`src/i2csw_cfg.svh`:
```
// Constants for the two-channel bus switch
`ifndef I2CSW_CFG_SVH
`define I2CSW_CFG_SVH

// Upper six bits of the 7-bit slave address; the low bit follows addr_select_pin
`define I2CSW_ADDR_HI      6'h39
// Control byte layout
`define I2CSW_SEL_LSB      0
`define I2CSW_SEL_W        2
`define I2CSW_IRQ_LSB      4
`define I2CSW_SEL_RESET    2'h0
`define I2CSW_SEL_CH0      2'h1
`define I2CSW_SEL_CH1      2'h2
`define I2CSW_SEL_BOTH     2'h3
`define I2CSW_BITS_BYTE    4'h8

`endif

```
`src/i2csw_pkg.sv`:
```
// Types for the two-channel bus switch
package i2csw_pkg;
   typedef enum logic [2:0] {
      I2CSW_IDLE     = 3'b000,
      I2CSW_ADDR     = 3'b001,
      I2CSW_ADDR_ACK = 3'b010,
      I2CSW_WR_DATA  = 3'b011,
      I2CSW_WR_ACK   = 3'b100,
      I2CSW_RD_DATA  = 3'b101,
      I2CSW_RD_ACK   = 3'b110
   } i2csw_state_t;
endpackage

```
`src/i2csw_switch.sv`:
```
// Two-channel bus switch: slave controller, channel select and interrupt combiner
`timescale 1ns/1ps
`default_nettype none
`include "i2csw_cfg.svh"

module i2csw_switch
   import i2csw_pkg::*;
(
   // Clock and reset
   input  wire logic clk,
   input  wire logic rst,
   // Upstream bus pins
   input  wire logic scl_in,
   input  wire logic sda_in,
   output var  logic sda_out,
   output var  logic sda_oe_n,
   // Address strap
   input  wire logic addr_select_pin,
   // Downstream channel connects
   output var  logic downstream_bus_ch0_connect,
   output var  logic downstream_bus_ch1_connect,
   // Interrupts
   input  wire logic irq_in_ch0_n,
   input  wire logic irq_in_ch1_n,
   output var  logic irq_out_n
);

   // Two-stage synchronisers, third stage on scl and sda for edge detection
   logic [1:0] scl_sync;
   logic [1:0] sda_sync;
   logic [1:0] a0_sync;
   logic [1:0] irq0_sync;
   logic [1:0] irq1_sync;
   logic       scl_prev;
   logic       sda_prev;

   always_ff @(posedge clk or posedge rst) begin
      if (rst) begin
         scl_sync  <= 2'h3;
         sda_sync  <= 2'h3;
         a0_sync   <= 2'h0;
         irq0_sync <= 2'h3;
         irq1_sync <= 2'h3;
         scl_prev  <= 1'b1;
         sda_prev  <= 1'b1;
      end else begin
         scl_sync  <= {scl_sync[0], scl_in};
         sda_sync  <= {sda_sync[0], sda_in};
         a0_sync   <= {a0_sync[0], addr_select_pin};
         irq0_sync <= {irq0_sync[0], irq_in_ch0_n};
         irq1_sync <= {irq1_sync[0], irq_in_ch1_n};
         scl_prev  <= scl_sync[1];
         sda_prev  <= sda_sync[1];
      end
   end

   logic scl_s;
   logic sda_s;
   logic scl_rise;
   logic scl_fall;
   logic start_seen;
   logic stop_seen;
   logic [1:0] irq_active;

   always_comb begin
      scl_s      = scl_sync[1];
      sda_s      = sda_sync[1];
      scl_rise   = scl_s & ~scl_prev;
      scl_fall   = ~scl_s & scl_prev;
      start_seen = scl_s & scl_prev & sda_prev & ~sda_s;
      stop_seen  = scl_s & scl_prev & ~sda_prev & sda_s;
      irq_active = {~irq1_sync[1], ~irq0_sync[1]};
   end

   // Controller state
   i2csw_state_t state;
   i2csw_state_t next_state;
   logic [3:0]   bit_cnt;
   logic [3:0]   next_bit_cnt;
   logic [7:0]   shift;
   logic [7:0]   next_shift;
   logic         rw;
   logic         next_rw;
   logic         master_ack;
   logic         next_master_ack;
   logic         drive_low;
   logic         next_drive_low;
   logic [1:0]   sel;
   logic [1:0]   next_sel;
   logic [1:0]   pend_sel;
   logic [1:0]   next_pend_sel;
   logic         pend_valid;
   logic         next_pend_valid;
   logic [7:0]   ctrl_byte;

   // Interrupt bits 5:4 are live pin state, never stored from a write
   always_comb begin
      ctrl_byte = 8'h00;
      ctrl_byte[`I2CSW_IRQ_LSB +: 2] = irq_active;
      ctrl_byte[`I2CSW_SEL_LSB +: `I2CSW_SEL_W] = sel;
   end

   always_comb begin
      next_state      = state;
      next_bit_cnt    = bit_cnt;
      next_shift      = shift;
      next_rw         = rw;
      next_master_ack = master_ack;
      next_drive_low  = drive_low;
      next_sel        = sel;
      next_pend_sel   = pend_sel;
      next_pend_valid = pend_valid;
      if (stop_seen) begin
         next_state     = I2CSW_IDLE;
         next_drive_low = 1'b0;
         if (pend_valid) begin
            next_sel        = pend_sel;
            next_pend_valid = 1'b0;
         end
      end else if (start_seen) begin
         // Repeated start drops any pending write that has no STOP yet
         next_state      = I2CSW_ADDR;
         next_bit_cnt    = 4'h0;
         next_drive_low  = 1'b0;
         next_pend_valid = 1'b0;
      end else if (scl_rise) begin
         unique case (state)
            I2CSW_ADDR, I2CSW_WR_DATA: begin
               next_shift   = {shift[6:0], sda_s};
               next_bit_cnt = bit_cnt + 4'h1;
            end
            I2CSW_RD_DATA: next_bit_cnt = bit_cnt + 4'h1;
            I2CSW_RD_ACK:  next_master_ack = ~sda_s;
            I2CSW_IDLE, I2CSW_ADDR_ACK, I2CSW_WR_ACK: ;
         endcase
      end else if (scl_fall) begin
         unique case (state)
            I2CSW_ADDR: begin
               if (bit_cnt == `I2CSW_BITS_BYTE) begin
                  if (shift[7:1] == {`I2CSW_ADDR_HI, a0_sync[1]}) begin
                     next_rw        = shift[0];
                     next_drive_low = 1'b1;
                     next_state     = I2CSW_ADDR_ACK;
                  end else begin
                     next_state = I2CSW_IDLE;
                  end
               end
            end
            I2CSW_ADDR_ACK: begin
               next_bit_cnt = 4'h0;
               if (rw) begin
                  next_shift     = {ctrl_byte[6:0], 1'b0};
                  next_drive_low = ~ctrl_byte[7];
                  next_state     = I2CSW_RD_DATA;
               end else begin
                  next_drive_low = 1'b0;
                  next_state     = I2CSW_WR_DATA;
               end
            end
            I2CSW_WR_DATA: begin
               if (bit_cnt == `I2CSW_BITS_BYTE) begin
                  // Held until STOP, so the bus is not switched mid-transfer
                  next_pend_sel   = shift[`I2CSW_SEL_LSB +: `I2CSW_SEL_W];
                  next_pend_valid = 1'b1;
                  next_drive_low  = 1'b1;
                  next_state      = I2CSW_WR_ACK;
               end
            end
            I2CSW_WR_ACK: begin
               next_drive_low = 1'b0;
               next_bit_cnt   = 4'h0;
               next_state     = I2CSW_WR_DATA;
            end
            I2CSW_RD_DATA: begin
               if (bit_cnt == `I2CSW_BITS_BYTE) begin
                  next_drive_low = 1'b0;
                  next_state     = I2CSW_RD_ACK;
               end else begin
                  next_drive_low = ~shift[7];
                  next_shift     = {shift[6:0], 1'b0};
               end
            end
            I2CSW_RD_ACK: begin
               next_bit_cnt = 4'h0;
               if (master_ack) begin
                  next_shift     = {ctrl_byte[6:0], 1'b0};
                  next_drive_low = ~ctrl_byte[7];
                  next_state     = I2CSW_RD_DATA;
               end else begin
                  next_state = I2CSW_IDLE;
               end
            end
            I2CSW_IDLE: ;
         endcase
      end
   end

   always_ff @(posedge clk or posedge rst) begin
      if (rst) begin
         state      <= I2CSW_IDLE;
         bit_cnt    <= 4'h0;
         shift      <= 8'h00;
         rw         <= 1'b0;
         master_ack <= 1'b0;
         drive_low  <= 1'b0;
         sel        <= `I2CSW_SEL_RESET;
         pend_sel   <= `I2CSW_SEL_RESET;
         pend_valid <= 1'b0;
      end else begin
         state      <= next_state;
         bit_cnt    <= next_bit_cnt;
         shift      <= next_shift;
         rw         <= next_rw;
         master_ack <= next_master_ack;
         drive_low  <= next_drive_low;
         sel        <= next_sel;
         pend_sel   <= next_pend_sel;
         pend_valid <= next_pend_valid;
      end
   end

   // Output registers
   always_ff @(posedge clk or posedge rst) begin
      if (rst) begin
         sda_out                    <= 1'b0;
         sda_oe_n                   <= 1'b1;
         downstream_bus_ch0_connect <= 1'b0;
         downstream_bus_ch1_connect <= 1'b0;
         irq_out_n                  <= 1'b1;
      end else begin
         sda_out                    <= 1'b0;
         sda_oe_n                   <= ~next_drive_low;
         downstream_bus_ch0_connect <= next_sel[0];
         downstream_bus_ch1_connect <= next_sel[1];
         irq_out_n                  <= irq0_sync[1] & irq1_sync[1];
      end
   end

endmodule
`default_nettype wire

```
`config.mk`:
```
export PLATFORM = sky130hd
export DESIGN_NAME = i2csw_switch
export DESIGN_NICKNAME = d
export VERILOG_FILES = /design/src/i2csw_pkg.sv /design/src/i2csw_switch.sv
export VERILOG_INCLUDE_DIRS = /design/src
export SDC_FILE = /design/constraint.sdc
export NUM_CORES = 1
export LEC_CHECK = 0
export BUFFER_PORTS_ARGS = -buffer_cell sky130_fd_sc_hd__buf_2
export CORE_MARGIN = 8
export CORE_UTILIZATION = 50
export CTS_CLUSTER_SIZE = 8
export DETAILED_ROUTE_END_ITERATION = 10
export PLACE_DENSITY = 0.68
export SLEW_MARGIN = 20
export SYNTH_ARGS = -nofsm -noshare
export SYNTH_HDL_FRONTEND = slang
export SYNTH_SLANG_ARGS = --single-unit
```
`constraint.sdc`:
```
create_clock -name clk -period 4 [get_ports clk]
set_clock_uncertainty 0.05 [all_clocks]
set_input_delay 0 -clock clk [delete_from_list [all_inputs] [get_ports clk]]
set_output_delay 0 -clock clk [all_outputs]
set_load 0.02 [all_outputs]
```
==> run_results.csv <==
group,metric,value,unit
layout,fin_area,2140,um^2
run_status,status,"finished, final reports clean",
timing,clock.fmax,0.440,GHz
drt,drt_iter0_drc,137,
synthesis,netlist_area,1900,um^2
critical_path,critPathMaxStageDelay,0.55,ns
timing,final.setup.worst_slack,1.73,ns
clocking,post_cts_buffers,0,
hold_path,holdCritPathClass,"input port to flip-flop",
synthesis,synth_area_per_cell,11.2,um^2
drt,avgViaCountPerCell,5.38,
layout,num_antenna_cells,0,
pwr,p_sw_share,23.8,%
global_routing,gr-total-overflow,0,
placement,dp_slack,1.75,ns
clocking,path_clk_slew,0.07,ns
placement,port_buffers,10,
layout,layout_common_cells,"dfrtp_1, a21oi_1, nand2_1, dfstp_2",
synthesis,ys_seq_area_share,49.5,%
critical_path,critPathArrivalTime,2.40,ns
pwr,ir_drop,0.274,mV
drt,detail_route.wl_per_cell,13.7,um
drt,vias,1276,
timing,tns,0,ns
global_routing,first_global_vias,1240,
global_routing,grt_pass1_wl,5740,um
drt,route.detailed.drc,0,
layout,drive_above_1_share,25.9,%
placement,routabilityCongestion,0.850,
synthesis,netlist.area_leader.share,32.9,%
pwr,p_switching,0.198,mW
synthesis,ys_types,48,
global_routing,grt_usage,11.7,%
floorplanning,dieHeight,77.6,um
synthesis,yosysWarnings,0,
timing,hold_violations,0,
placement,dpl_cell_area,1970,um^2
floorplanning,start_util,51.9,%
pwr,power.share.clock,38.6,%
pwr,power,0.832,mW
timing,tightest_slew,0.567,ns
critical_path,rr_worst_depth,6,
clocking,ctsHoldBuffers,6,
hold_path,min_delay_worst_endpoint,"irq0_sync[0]",
job,cap_violations,0,
timing,finalSetupViolCount,0,
clocking,cts_root_buf,"clkbuf_8",
critical_path,cp_max_fo,10,
timing,period_share,56.8,%
layout,syn_to_final_growth,12.6,%
floorplanning,fp-row-count,22,
clocking,clock_latency,0.29,ns
synthesis,yosysTopAreaCell,"dfrtp_1",
clocking,htreeDepth,2,
floorplanning,die_w,77.6,um
clocking,cts_resized,0,
pwr,pwr-share-seq,51.0,%
timing,slew_violations,0,
critical_path,r2r-end,"rw",
timing,rsz0062_at_grt,"no",
critical_path,end_kind,"flip-flop",
drt,routed_wl,3250,um
clocking,clock-sinks,37,
clocking,numCtsBuffers,5,
layout,layout_commonest_cell,"dfrtp_1",
synthesis,synth_area_leaders,"dfrtp_1, dfstp_2, mux2_4",
pwr,combinationalPowerShare,10.4,%
pwr,leakagePower,0.986,nW
synthesis,synth_cells,170,
timing,slew_headroom,62.1,%
timing,hold_ws,0.292,ns
layout,finalNonFillerCells,237,
critical_path,cp_cell_sequence,"inv_1, ha_1, nor2b_1, nand3_1, nor3_1, mux2_1",
critical_path,required,4.13,ns
drt,drtPass1Iterations,4,
pwr,powerDensity,389,nW/um^2
synthesis,synth-seq-cells,37,
floorplanning,die_area,6030,um^2
hold_path,hp-start,"irq_in_ch0_n",
layout,final_nets,200,
global_routing,grt_max_degree,38,
layout,final_util,58.4,%
timing,period_minus_slack,2.27,ns
global_routing,antenna_found_initial,0,
critical_path,path_class,"flip-flop to flip-flop",
critical_path,crit_path_start_kind,"flip-flop",
floorplanning,boundaryPins,12,
placement,dp.cells,223,
clocking,cts_tree,"yes",
synthesis,syn-num-nets,182,
drt,ant_nets,0,
hold_path,hold_path_depth,2,
floorplanning,placeableCoreArea,3660,um^2
placement,dp_hpwl,2330,um
critical_path,r2r-start,"scl_prev",
pwr,p_int,0.634,mW
clocking,clk_path_buf_depth,2,
critical_path,rrSetupSlack,1.73,ns
critical_path,critPathSlowestCell,"dfstp_2",
==> synth_stat cells (all sizes together) <==
master	n
dfrtp	25
mux2	15
a21oi	14
nand2	14
dfstp	12
inv	10
o21ai	9
nor2	8
nand3	7
nor3	6
buf	5
ha	5
nor2b	5
and2	3
nand2b	3
nand4	3
o21a	3
and3b	2
o22ai	2
or3	2
a21o	1
a22o	1
a311o	1
a311oi	1
a31oi	1
and3	1
clkbuf	1
conb	1
mux2i	1
nor4bb	1
o211a	1
o21bai	1
o31a	1
o41ai	1
or2	1
xnor2	1
xor2	1
==> registers in the layout, indices dropped and copies added, names as in the netlist, 2 cells and up <==
| signal | cells |
|---|---|
| scl_sync | 2 |
| bit_cnt | 4 |
| irq1_sync | 2 |
| irq0_sync | 2 |
| pend_sel | 2 |
| a0_sync | 2 |
| shift | 8 |
| sda_sync | 2 |
| state | 3 |
==> power by group through the flow <==
stage / Sequential, mW / Clock, mW / Combinational (mW)
2_1_floorplan: 0.427 / 0 / 0.0683
3_3_place_gp: 0.430 / 0 / 0.0811
3_5_place_dp: 0.432 / 0 / 0.0827
4_1_cts: 0.425 / 0.330 / 0.0876
5_1_grt: 0.429 / 0.344 / 0.0966
6_report: 0.425 / 0.321 / 0.0862
==> kinds of logic after synthesis <==
family | Yosys count | synth area share, %
xor+xnor | 2 | 0.922
buf+inv | 16 | 4.61
fa+ha+maj | 5 | 3.29
mux | 16 | 10.8
simple gates | 56 | 17.7
other cells | 1 | 0.197
flops | 37 | 49.5
compound gates | 37 | 12.9
==> critical path, delay by kind of cell (launching register included) <==
kind / cells / cell delay [ns]
DFF: 1 / 0.55
muxes: 1 / 0.34
and+or+nand+nor: 3 / 0.88
buffers and inverters: 1 / 0.04
adders and majority gates: 1 / 0.29
==> how the worst max path moves through the flow <==
stage,start,endpoint
floorplan,scl_prev,rw
global placement,scl_prev,rw
detailed placement,scl_prev,rw
CTS,scl_prev,rw
global route,scl_prev,rw
finish,scl_prev,rw
==> cell type report <==
cell class / count / area [um^2]
Sequential cell: 37 / 941
Clock inverter: 2 / 38.8
Tap cell: 48 / 60.1
Multi-Input combinational cell: 117 / 871
Clock buffer: 6 / 72.6
Timing Repair Buffer: 17 / 118
Inverter: 10 / 37.5
Fill cell: 304 / 1520
==> routing by layer <==
metal / part of all wire (%) / global-route usage [%] / up-vias
met5: 0 / 0 / -
met4: 1.7 / 5.47 / 0
met3: 4.4 / 3.80 / 6
met2: 46 / 18.0 / 29
met1: 48 / 14.6 / 612
li1: - / - / 629
Power figures use the tool's default switching activity.
